==> config.mk <==
export PLATFORM = sky130hd
export DESIGN_NAME = cefu_event_flags
export DESIGN_NICKNAME = d
export VERILOG_FILES = /design/src/cefu_pkg.sv /design/src/cefu_event_flags.sv
export SDC_FILE = /design/constraint.sdc
export NUM_CORES = 1
export LEC_CHECK = 0
export BUFFER_PORTS_ARGS = -buffer_cell sky130_fd_sc_hd__buf_2
export CORE_ASPECT_RATIO = 1.5
export CORE_MARGIN = 2
export CORE_UTILIZATION = 34
export CTS_CLUSTER_DIAMETER = 120
export CTS_CLUSTER_SIZE = 20
export DETAILED_ROUTE_END_ITERATION = 8
export GPL_TIMING_DRIVEN = 0
export PLACE_DENSITY_LB_ADDON = 0.2
export SLEW_MARGIN = 0
export SYNTH_ARGS = -nofsm -noshare
export SYNTH_HDL_FRONTEND = slang
export SYNTH_SLANG_ARGS = --single-unit
==> constraint.sdc <==
create_clock -name i_mclk -period 1.2 [get_ports i_mclk]
set_clock_uncertainty 0.15 [all_clocks]
set_input_delay 0.18 -clock i_mclk [delete_from_list [all_inputs] [get_ports i_mclk]]
set_output_delay 0.18 -clock i_mclk [all_outputs]
set_load 0.02 [all_outputs]
==> src/cefu_pkg.sv <==
/*
  package for the upper event-flag slice (bits 19..14) of the CAN FD
  controller event flag register: address, field positions, reset value
  and the grouped event carrier.
  assumes: used by cefu_event_flags and the testbench; one 10 MHz core clock.
*/
`default_nettype none

package cefu_pkg;

	// register map
	localparam logic [15:0] CEFU_EVENT_FLAG_ADDR  = 16'h1050;
	localparam logic [31:0] CEFU_EVENT_FLAG_RESET = 32'h0000_0000;
	localparam int unsigned CEFU_NUM_FLAGS        = 6;

	// field positions inside the 32-bit register
	localparam int unsigned CEFU_DEDICATED_RXBUF_STORED_BIT = 19;
	localparam int unsigned CEFU_TIMEOUT_HIT_BIT            = 18;
	localparam int unsigned CEFU_MSG_RAM_ACCESS_FAIL_BIT    = 17;
	localparam int unsigned CEFU_TIMESTAMP_WRAP_BIT         = 16;
	localparam int unsigned CEFU_TX_EVENT_FIFO_LOST_BIT     = 15;
	localparam int unsigned CEFU_TX_EVENT_FIFO_FULL_BIT     = 14;
	localparam int unsigned CEFU_FLAG_LSB                   = CEFU_TX_EVENT_FIFO_FULL_BIT;

	// index of each flag inside the local six-bit flag vector
	localparam int unsigned CEFU_IDX_RXBUF_STORED = CEFU_DEDICATED_RXBUF_STORED_BIT - CEFU_FLAG_LSB;
	localparam int unsigned CEFU_IDX_TIMEOUT      = CEFU_TIMEOUT_HIT_BIT - CEFU_FLAG_LSB;
	localparam int unsigned CEFU_IDX_RAM_FAIL     = CEFU_MSG_RAM_ACCESS_FAIL_BIT - CEFU_FLAG_LSB;
	localparam int unsigned CEFU_IDX_TS_WRAP      = CEFU_TIMESTAMP_WRAP_BIT - CEFU_FLAG_LSB;
	localparam int unsigned CEFU_IDX_TEF_LOST     = CEFU_TX_EVENT_FIFO_LOST_BIT - CEFU_FLAG_LSB;
	localparam int unsigned CEFU_IDX_TEF_FULL     = CEFU_TX_EVENT_FIFO_FULL_BIT - CEFU_FLAG_LSB;

	// timestamp counter width and its top count
	localparam int unsigned CEFU_TS_WIDTH = 16;
	localparam logic [15:0] CEFU_TS_MAX   = 16'hffff;
	localparam logic [15:0] CEFU_TS_ZERO  = 16'h0000;

	// events reported by the handlers, all one-cycle pulses except levels noted
	typedef struct packed {
		logic rx_dedicated_stored; // frame stored into a dedicated rx buffer
		logic timeout_hit;         // timeout counter reached its condition
		logic rx_busy;             // level: rx handler still filtering or storing
		logic rx_arb_field_done;   // next frame's arbitration field fully received
		logic rx_ram_wr_fail;      // rx handler could not write the message ram
		logic rx_store_done;       // rx handler finished storing a frame
		logic rx_store_to_buffer;  // level: target is a dedicated buffer, not a fifo
		logic tx_fetch_fail;       // tx handler could not read the frame in time
		logic tef_write_attempt;   // tx handler tries to write a tx event element
		logic tef_full;            // level: tx event fifo full
		logic tef_size_zero;       // level: tx event fifo configured with size zero
	} cefu_evt_t;

	// complete module state
	typedef struct packed {
		logic [CEFU_NUM_FLAGS-1:0] flags;
		logic [31:0]               rdata;
		logic                      rd_valid;
		logic                      rx_abort;
		logic                      rx_fifo_put_adv;
		logic                      rx_buf_newdata_set;
		logic                      tx_abort;
		logic                      restricted;
		logic [CEFU_TS_WIDTH-1:0]  ts_prev;
		logic                      tef_full_prev;
	} cefu_state_t;

endpackage

`default_nettype wire

==> src/cefu_event_flags.sv <==
/*
  event flags 19..14 of the CAN FD controller: dedicated rx buffer store,
  timeout, message ram access failure (rx and tx), timestamp wrap and tx
  event fifo lost/full, read and write-one-to-clear through the register
  port, plus rx/tx abort strobes and the restricted operation bit.
  assumes: register port and handler events synchronous to i_mclk; the
  configuration register elsewhere pulses i_restricted_clr when software
  clears the restricted operation bit.
*/
// Notes on behaviour
// RULE_01: flags live in register 0x1050, reset zero.
// RULE_02: bit 19 sets on dedicated buffer store.
// RULE_03: bit 18 sets only on timeout.
// RULE_04: bit 17 sets on late rx filtering/storage.
// RULE_05: late case aborts storage, next frame proceeds.
// RULE_06: rx ram write failure sets 17, aborts.
// RULE_07: aborted store: no put advance, no newdata.
// RULE_08: aborted location simply overwritten by next store.
// RULE_09: tx fetch failure sets 17, aborts transmission.
// RULE_10: tx fetch failure sets restricted operation bit.
// RULE_11: host clears restricted bit to leave mode.
// RULE_12: bit 16 sets on timestamp wrap to zero.
// RULE_13: bit 15 sets on lost tx event element.
// RULE_14: bit 14 sets when tx event fifo fills.
// RULE_15: flags sticky until host write clears them.
`timescale 1ns/1ps
`default_nettype none

module cefu_event_flags
	import cefu_pkg::*;
(
	// clock and reset
	input  wire logic                      i_mclk,
	input  wire logic                      i_reset_n,
	// register port
	input  wire logic [15:0]               i_reg_addr,
	input  wire logic                      i_reg_wr,
	input  wire logic                      i_reg_rd,
	input  wire logic [31:0]               i_reg_wdata,
	output var  logic [31:0]               o_reg_rdata,
	output var  logic                      o_reg_rd_valid,
	// handler events
	input  wire cefu_evt_t                 i_evt,
	input  wire logic [CEFU_TS_WIDTH-1:0]  i_ts_count,
	input  wire logic                      i_restricted_clr,
	// flag and control outputs
	output var  logic [CEFU_NUM_FLAGS-1:0] o_flags,
	output var  logic                      o_rx_abort,
	output var  logic                      o_rx_fifo_put_adv,
	output var  logic                      o_rx_buf_newdata_set,
	output var  logic                      o_tx_abort,
	output var  logic                      o_restricted_operation_bit
);

	cefu_state_t               st_r;
	cefu_state_t               st_nxt;
	logic [CEFU_NUM_FLAGS-1:0] set_vec;
	logic [CEFU_NUM_FLAGS-1:0] clr_vec;
	logic                      addr_hit;
	logic                      rx_late;
	logic                      rx_abort_now;
	logic                      ts_wrap;
	logic                      tef_lost;
	logic                      tef_full_rise;

	// event decode
	always_comb begin
		addr_hit      = (i_reg_addr == CEFU_EVENT_FLAG_ADDR);
		rx_late       = i_evt.rx_busy & i_evt.rx_arb_field_done;                   // RULE_04
		rx_abort_now  = rx_late | i_evt.rx_ram_wr_fail;                           // RULE_05 RULE_06
		ts_wrap       = (st_r.ts_prev == CEFU_TS_MAX) && (i_ts_count == CEFU_TS_ZERO); // RULE_12
		tef_lost      = i_evt.tef_write_attempt & (i_evt.tef_full | i_evt.tef_size_zero); // RULE_13
		tef_full_rise = i_evt.tef_full & ~st_r.tef_full_prev;                     // RULE_14
	end

	// per-flag set sources
	always_comb begin
		set_vec                = '0;
		set_vec[CEFU_IDX_RXBUF_STORED] = i_evt.rx_dedicated_stored;                // RULE_02
		set_vec[CEFU_IDX_TIMEOUT]      = i_evt.timeout_hit;                        // RULE_03
		set_vec[CEFU_IDX_RAM_FAIL]     = rx_abort_now | i_evt.tx_fetch_fail;       // RULE_04 RULE_06 RULE_09
		set_vec[CEFU_IDX_TS_WRAP]      = ts_wrap;                                  // RULE_12
		set_vec[CEFU_IDX_TEF_LOST]     = tef_lost;                                 // RULE_13
		set_vec[CEFU_IDX_TEF_FULL]     = tef_full_rise;                            // RULE_14
	end

	// write-one-to-clear mask from the register port
	always_comb begin
		clr_vec = '0;
		if (i_reg_wr && addr_hit) begin
			clr_vec = i_reg_wdata[CEFU_FLAG_LSB +: CEFU_NUM_FLAGS];
		end
	end

	// next state
	always_comb begin
		st_nxt = st_r;
		// a set in the same cycle as its clear wins
		st_nxt.flags = (st_r.flags & ~clr_vec) | set_vec;                          // RULE_15

		// read answer from the flags as they stand before this edge
		st_nxt.rd_valid = i_reg_rd;
		st_nxt.rdata    = CEFU_EVENT_FLAG_RESET;
		if (i_reg_rd && addr_hit) begin
			st_nxt.rdata = CEFU_EVENT_FLAG_RESET | (32'(st_r.flags) << CEFU_FLAG_LSB); // RULE_01
		end

		// rx abort strobe tells the handler to drop the frame and take the next
		st_nxt.rx_abort = rx_abort_now;                                            // RULE_05 RULE_06

		// commit only stores that were not aborted; put index stays so the
		// partly written slot is reused by the next store
		st_nxt.rx_fifo_put_adv    = i_evt.rx_store_done & ~rx_abort_now & ~i_evt.rx_store_to_buffer; // RULE_07 RULE_08
		st_nxt.rx_buf_newdata_set = i_evt.rx_store_done & ~rx_abort_now & i_evt.rx_store_to_buffer;  // RULE_07

		// tx fetch failure aborts the transmission
		st_nxt.tx_abort = i_evt.tx_fetch_fail;                                     // RULE_09

		// restricted operation: set by hardware wins over the host clear
		if (i_evt.tx_fetch_fail) begin
			st_nxt.restricted = 1'b1;                                              // RULE_10
		end else if (i_restricted_clr) begin
			st_nxt.restricted = 1'b0;                                              // RULE_11
		end

		// history for edge detection
		st_nxt.ts_prev       = i_ts_count;
		st_nxt.tef_full_prev = i_evt.tef_full;
	end

	// state register
	always_ff @(posedge i_mclk or negedge i_reset_n) begin
		if (!i_reset_n) begin
			st_r <= '0;                                                            // RULE_01
		end else begin
			st_r <= st_nxt;
		end
	end

	// outputs straight from the state register
	assign o_flags                    = st_r.flags;
	assign o_reg_rdata                = st_r.rdata;
	assign o_reg_rd_valid             = st_r.rd_valid;
	assign o_rx_abort                 = st_r.rx_abort;
	assign o_rx_fifo_put_adv          = st_r.rx_fifo_put_adv;
	assign o_rx_buf_newdata_set       = st_r.rx_buf_newdata_set;
	assign o_tx_abort                 = st_r.tx_abort;
	assign o_restricted_operation_bit = st_r.restricted;
endmodule

`default_nettype wire

### After elaboration in Yosys (flattened, before gate mapping)

Index checks and enable logic that the tools add are counted.

| cells by class | value |
|---|---|
| shift operators | 0 |
| bitwise operators | 15 |
| divide/modulo/power cells | 0 |
| eq/ne operators | 2 |
| $add $sub $neg | 0 |
| multiply operators | 0 |
| reduce and logical (&&, ||, !) cells | 5 |
| multiplexer cells | 4 |
| $lt $le $gt $ge | 0 |

Operators by type and width:

| operator | count |
|---|---|
| $mux W20 | 1 |
| $eq A16 B13 Y1 const B | 1 |
| $eq A16 B16 Y1 const B | 1 |
| $logic_not A16 Y1 | 1 |
| $and A1 B1 Y1 | 6 |
| $and A6 B6 Y6 | 1 |
| $mux W6 | 1 |
| $not A6 Y6 | 1 |
| $or A6 B6 Y6 | 1 |
| $logic_and A1 B1 Y1 | 3 |
| $not A1 Y1 | 3 |
| $or A1 B1 Y1 | 3 |
| $mux W1 | 2 |
| $reduce_bool A2 Y1 | 1 |

| word-level totals | value |
|---|---|
| memories | 0 |
| register bits | 49 |
| output and inout bits | 44 |
| logic and storage cells | 36 |
| bits in read-only memories | 0 |
| bits in latches | 0 |
| memory bits (writable) | 0 |

### Logic depth before layout (Yosys ltp)

Gate-level depths: netlist of run 1.

| depth | value |
|---|---|
| depth after elaboration | 6 |
| mapped depth | 5 |
| depth with buffers taken out | 4 |

### Worst setup path after synthesis of run 1

No wires, ideal clock.

| path | value |
|---|---|
| kind | input to register |
| start point | input port i_reg_addr[5] |
| end point | register st_r (netlist bit o_flags[0]) |
| library setup time | 121 ps |
| path buffers | 1 |
| path slack | -101 ps |
| stages | 5 |
| arrival time | 1,030 ps |
| path through | nor4b_1 and4_1 buf_4 nand3_1 a22o_1 |

RTL lines:

| element | line | RTL |
|---|---|---|
| start, declared | cefu_event_flags.sv:36 | `input wire logic [15:0] i_reg_addr,` |
| end signal, assigned | cefu_event_flags.sv:136 | `st_r <= st_nxt;` |
| end, declared | cefu_event_flags.sv:55 | `cefu_state_t st_r;` |

==> results of run 1 <==
## power groups by stage
stage | Combinational, uW | Clock (uW) | Sequential, uW
after CTS | 375 | 838 | 1230
after detailed placement | 309 | 0 | 1250
after global routing | 429 | 908 | 1230
after global placement | 307 | 0 | 1250
final | 394 | 804 | 1230
after floorplan | 155 | 0 | 1260
## what timing repair did
item                                    4_1_cts  5_1_grt
hold endpoints to repair                     62        1
setup buffers                                 6        2
pin swaps                                     1        6
cloned                                        0        1
hold buffers                                 26        1
resized for setup                            24       10
endpoints found under the setup margin       13       40
## how the worst min path moves through the flow
stage,cells after the start,to
after floorplan,0,o_flags[0]
after global placement,1,o_reg_rdata[15]
after detailed placement,1,o_reg_rdata[15]
after CTS,1,st_r[1]
after global routing,3,o_restricted_operation_bit
final,3,o_restricted_operation_bit
## placed cells by master (no fill, tap or decap), types with 2 or more instances in the layout
cell type and count:
nand3_1 4, nor4_1 4, nand4_1 5, buf_6 15, clkinvlp_4 2, and3_1 7, buf_4 34, dfrtp_1 35
inv_1 3, clkbuf_8 5, buf_2 57, a21o_1 3, nor4b_2 2, conb_1 26, dlygate4sd3_1 27
## worst reg2reg max path: cells and delay by family, from the launching register on
family,cells,cell delay [ns]
compound gates,1,0.11
flops,1,0.32
simple gates,2,0.63
## cell families (layout without fill, tap and decap cells)
kind of cell / count (synthesis) / in the layout / share of synthesized area (%)
compound gates: 9 / 9 / 4.471
buf+inv: 42 / 145 / 20.89
flops: 35 / 35 / 60.19
other cells: 1 / 26 / 0.2577
simple gates: 31 / 31 / 14.19
## final cells by class
class                      instances  area [um2]
fill                             382        1735
sequential                        35       875.8
timing repair buffer             107       780.7
multi-input combinational         66       416.7
buffer                            27       206.4
clock buffer                       5       68.82
tap                               46       57.56
clock inverter                     3       20.02
inverter                           3       11.26
## routing by layer
metal  wire length, um  up-vias  global-route usage (%)
li1                  -      595                       -
met4                75        0                   7.611
met3               243        8                   2.946
met2              1796       52                   24.28
met1              1114      544                   14.83
met5                 0        -                       0
## registers in the layout (all words and copies together) (netlist names)
signal and flops:
o_rx_abort 1, o_restricted_operation_bit 1, o_flags 6, o_reg_rdata 6, o_tx_abort 1, o_reg_rd_valid 1, st_r 17, o_rx_buf_newdata_set 1
o_rx_fifo_put_adv 1
## through the flow
step / cells / hold WS (ns) / setup slack (ns) / power [uW] / util [%]
2_1_floorplan: 143 / -0.2656 / -0.07923 / 1418 / -
3_3_place_gp: 260 / 0.1342 / -0.2745 / 1558 / 47.38
3_5_place_dp: 260 / 0.1400 / -0.2976 / 1561 / 47.38
4_1_cts: 288 / -0.1427 / -0.09956 / 2443 / 56.46
5_1_grt: 292 / 0.02347 / -0.1566 / 2569 / 58.41
6_report: 292 / 0.01370 / -0.08512 / 2428 / 58.41
## synthesized netlist by cell type (2+ instances only)
cell / n / area [um2]
buf_4: 39 / 292.8
dfrtp_1: 35 / 875.8
and3_1: 7 / 43.79
nand3_1: 5 / 25.02
nand4_1: 5 / 31.28
nor4_1: 5 / 31.28
a21o_1: 3 / 22.52
inv_1: 3 / 11.26
nor4b_2: 2 / 30.03
==> results.py, run 1 <==
metrics = {
    "run_status": {
        "status": "finished with violations",
        "violations": "negative setup slack",
    },
    "critical_path": {
        "rrSetupSlack_ns": -0.09,
        "critPathTopFamily": "simple AND/OR/NAND/NOR gates",
        "end_kind": "flip-flop",
        "crit_fanout": 1,
        "path_cells": "nand4_1, or4_4, o2bb2ai_2",
        "crit_start": "st_r[15]",
        "critPathSlowestCell": "or4_4",
        "path_depth": 3,
        "endpoint": "o_flags[2]",
        "critPathKind": "flip-flop to flip-flop",
        "reg2reg_from": "st_r[15]",
        "worstRegToRegCells": 3,
        "critPathLaunchType": "flip-flop",
        "max_stage_delay_ns": 0.54,
        "arrival_ns": 1.35,
        "crit_required_ns": 1.27,
        "path_buf_inv": 0,
        "rr_endpoint": "o_flags[2]",
    },
    "synth": {
        "synth_warnings": 0,
        "ys.flop_type": "dfrtp_1",
        "ys_ff_latch": 35,
        "synth_edf_count": 0,
        "synth.avg_cell_area_um2": 12.33,
        "synthArstFlopShare_pct": 100.0,
        "synthesis.area_um2": 1455,
        "syn-instance-count": 118,
        "synth.distinct_cells": 23,
        "seq_area_frac_synth_pct": 60.19,
    },
    "timing": {
        "timing.final.crit_share_pct": 107.1,
        "finalSetupTns_ns": -0.08512,
        "grt_setup_unrepaired": "yes",
        "drv_slew": 0,
        "finalSetupViolations": 1,
        "hold_violations": 0,
        "fmax_mhz": 778.1,
        "fin_crit_ns": 1.285,
        "timing.final.ws_setup_ns": -0.08512,
    },
    "layout": {
        "syn_to_final_growth_pct": 67.50,
        "drive_above_1_share_pct": 50.00,
        "nets": 325,
        "fin_area_um2": 2437,
        "diodes": 0,
    },
    "grt": {
        "grt_pass1_wl_mm": 5.085,
        "grt_overflow": 0,
        "grt_max_degree": 36,
        "grt_antenna_before_repair": 0,
        "track_usage_pct": 13.80,
        "grt_pass1_vias": 1160,
    },
    "place": {
        "post_dp_cell_area_um2": 1977,
        "gp_congestion": 0.7045,
        "portBuffers": 71,
        "hpwlAfterDp_mm": 2.363,
    },
    "floorplan": {
        "die_y_um": 84.13,
        "row_count": 29,
        "core_area_um2": 4173,
        "initial_core_util_pct": 34.87,
        "die_w_um": 57.42,
        "design.die.area_um2": 4830,
        "io_pins": 124,
    },
    "route": {
        "drt-initial-drc-count": 21,
        "vias": 1199,
        "wl_per_cell_um": 11.06,
        "ant_nets": 0,
        "wirelength_mm": 3.229,
        "drc_errors": 0,
        "vias_per_cell": 4.106,
        "first_pass_iters": 2,
    },
    "power": {
        "combPwrFrac_pct": 16.2,
        "leakagePower_uw": 0.001264,
        "swShare_pct": 24.86,
        "p_per_area_nw_per_um2": 996.0,
        "internal_power_uw": 1824,
        "power_frac_seq_pct": 50.6,
        "peakVddDrop_mv": 0.9267,
        "clkPwrFrac_pct": 33.1,
        "p_sw_uw": 603.5,
    },
    "flow_run": {
        "max_cap_viol_count": 0,
    },
    "clock_network": {
        "cts-buffers-inserted": 5,
        "h-tree-depth": 2,
        "numClockSinks": 35,
        "cts_tree": "yes",
        "clk_path_buf_depth": 2,
        "insertion_delay_ns": 0.28,
        "cts-root-buf": "clkbuf_8",
        "clk_pin_slew_worst_paths_ns": 0.07,
    },
    "hold_path": {
        "min_from": "i_restricted_clr",
        "hp-class": "primary input to flip-flop",
    },
}
Note: power is estimated with default switching activity, not from simulation.
==> run 2: changes to the inputs <==
- REMOVE_ABC_BUFFERS: default -> 1
==> run 2 against run 1 <==
Net effect:
- the flow finishes with violations (negative hold slack, negative setup slack)
- count of clock-buffer cells in the layout is 2 higher
- non-clock buffer count is 32 lower
- register-to-register slack worse by 0.04 ns
- clock power is 4.2% lower
- sequential share of layout area is 4.6 points higher
- flip-flop and latch count stayed put
- wire length is 4.1% lower
- setup slack worse by 0.040 ns
- critical endpoint unchanged
==> results.py, run 2 (same netlist as run 1, synthesis figures left out) <==
metrics = {
    "grt": {
        "grt_pass1_wl_mm": 5.050,
        "grt_overflow": 0,
        "grt_pass1_vias": 1133,
        "track_usage_pct": 13.60,
        "grt_antenna_before_repair": 0,
        "grt_max_degree": 36,
    },
    "layout": {
        "final_cell_mix": "62 x buf_2, 35 x dfrtp_1, 26 x conb_1",
        "nFillCells": 387,
        "instances_no_fill": 260,
        "syn_to_final_growth_pct": 48.67,
        "regMostFlops": "st_r",
        "drive_above_1_share_pct": 43.46,
        "diodes": 0,
        "nets": 293,
        "largest_reg_flops": 17,
        "mostFrequentLayoutCell": "buf_2",
    },
    "floorplan": {
        "io_pins": 124,
        "die_y_um": 84.13,
        "core_area_um2": 4173,
        "row_count": 29,
        "die_w_um": 57.42,
        "initial_core_util_pct": 34.87,
        "design.die.area_um2": 4830,
    },
    "clock_network": {
        "clk_path_buf_depth": 2,
        "cts-root-buf": "clkbuf_8",
        "insertion_delay_ns": 0.27,
        "cts-buffers-inserted": 5,
        "h-tree-depth": 2,
        "cts_tree": "yes",
        "clk_pin_slew_worst_paths_ns": 0.06,
        "numClockSinks": 35,
    },
    "route": {
        "m1WireLength_mm": 1.017,
        "drc_errors": 0,
        "wl_per_cell_um": 11.91,
        "top_layer_used": "met4",
        "vias": 1121,
        "first_pass_iters": 4,
        "wirelength_mm": 3.097,
        "drt-initial-drc-count": 16,
        "vias_per_cell": 4.312,
        "dr_wl_met2_mm": 1.747,
        "ant_nets": 0,
        "met3WireLength_um": 313,
    },
    "place": {
        "pre_cts_slack_ns": -0.5865,
        "gp_congestion": 0.8088,
        "dpl.cell_count": 221,
        "hpwlAfterDp_mm": 2.236,
        "portBuffers": 71,
    },
    "timing": {
        "finalSetupViolations": 2,
        "timing.final.crit_share_pct": 110.5,
        "timing.final.ws_setup_ns": -0.1254,
        "grt_setup_unrepaired": "yes",
        "timing.hold.ws_ns": -0.01529,
        "fmax_mhz": 754.5,
        "fin_crit_ns": 1.325,
        "drv_slew": 0,
        "hold_violations": 1,
    },
    "critical_path": {
        "critPathKind": "flip-flop to flip-flop",
        "arrival_ns": 1.38,
        "critPathLaunchType": "flip-flop",
        "crit_fanout": 1,
        "crit_required_ns": 1.25,
        "end_kind": "flip-flop",
    },
    "power": {
        "p_sw_uw": 552.9,
        "power_frac_seq_pct": 52.9,
        "peakVddDrop_mv": 0.8466,
        "clkPwrFrac_pct": 33.1,
        "leakagePower_uw": 0.001097,
        "combPwrFrac_pct": 13.9,
        "p_per_area_nw_per_um2": 1074,
        "swShare_pct": 23.79,
        "internal_power_uw": 1772,
    },
    "run_status": {
        "violations": "negative hold slack, negative setup slack",
        "status": "finished with violations",
    },
    "hold_path": {
        "hp-class": "primary input to flip-flop",
    },
    "flow_run": {
        "max_cap_viol_count": 0,
    },
}
[run 2: changes by cell type in the layout (fill, tap and decap cells not counted), sizes merged]
| cell | previous run | this run |
|---|---|---|
| clkbuf | 6 | 8 |
| dlygate4sd3 | 27 | 25 |
| buf | 106 | 76 |
| clkinvlp | 2 | 0 |
[run 2: area by class of cell]
cell class              instances  area [um2]  share of cell area (%)
clock buffers                   7       76.32                   3.528
clock inverters                 1       5.005                  0.2313
inverters                       3       11.26                  0.5205
multi-input cells              66       426.7                   19.72
flip-flops and latches         35       875.8                   40.49
well taps                      46       57.56                   2.661
repair buffers                102       710.7                   32.85
[run 2: path summary, 6_finish.rpt]
kind	startpoint	to	slack (ns)	depth (start not counted)
max	st_r[4]	o_flags[2]	-0.13	3
min	i_evt[6]	o_rx_abort	-0.02	3
max reg2reg	st_r[4]	o_flags[2]	-0.13	3
min reg2reg	o_restricted_operation_bit	o_restricted_operation_bit	0.33	1
max in group asynchronous	i_reset_n	o_rx_abort	0.31	2
min in group asynchronous	i_reset_n	st_r[9]	0.28	2
[run 2: metal layers]
layer | up-vias | GRT usage [%]
li1 | 535 | -
met1 | 521 | 14.11
met2 | 63 | 24.79
met3 | 2 | 4.651
met4 | 0 | 4.440
met5 | - | 0
[run 2: metrics by stage]
stage / util [%] / TNS (ns) / cell area (um2) / total power [uW]
2_1_floorplan: - / -0.6736 / 1256 / 1353
3_3_place_gp: 40.00 / -4.138 / 1669 / 1486
3_5_place_dp: 40.00 / -4.443 / 1669 / 1493
4_1_cts: 49.57 / -0.2634 / 2068 / 2344
5_1_grt: 51.84 / -0.2511 / 2163 / 2451
6_report: 51.84 / -0.1282 / 2163 / 2324
[run 2: critical path: stages (launching register included)]
cell	delay, ns
dfrtp_1	0.33
nand4_1	0.12
or4_4	0.53
o2bb2ai_2	0.12
[run 2: power by group through the flow]
stage	clock network [uW]	registers [uW]	logic [uW]
6_report	770	1230	324
5_1_grt	865	1230	353
3_5_place_dp	0	1250	240
3_3_place_gp	0	1250	236
2_1_floorplan	0	1260	89.2
4_1_cts	805	1230	310
[run 2: what timing repair did]
item                       CTS  global route
gates resized for setup      5            21
hold buffers                26             0
hold endpoints to repair    61             0
setup endpoints to repair    7            46
pin swaps                    2             8
buffers inserted             5             1
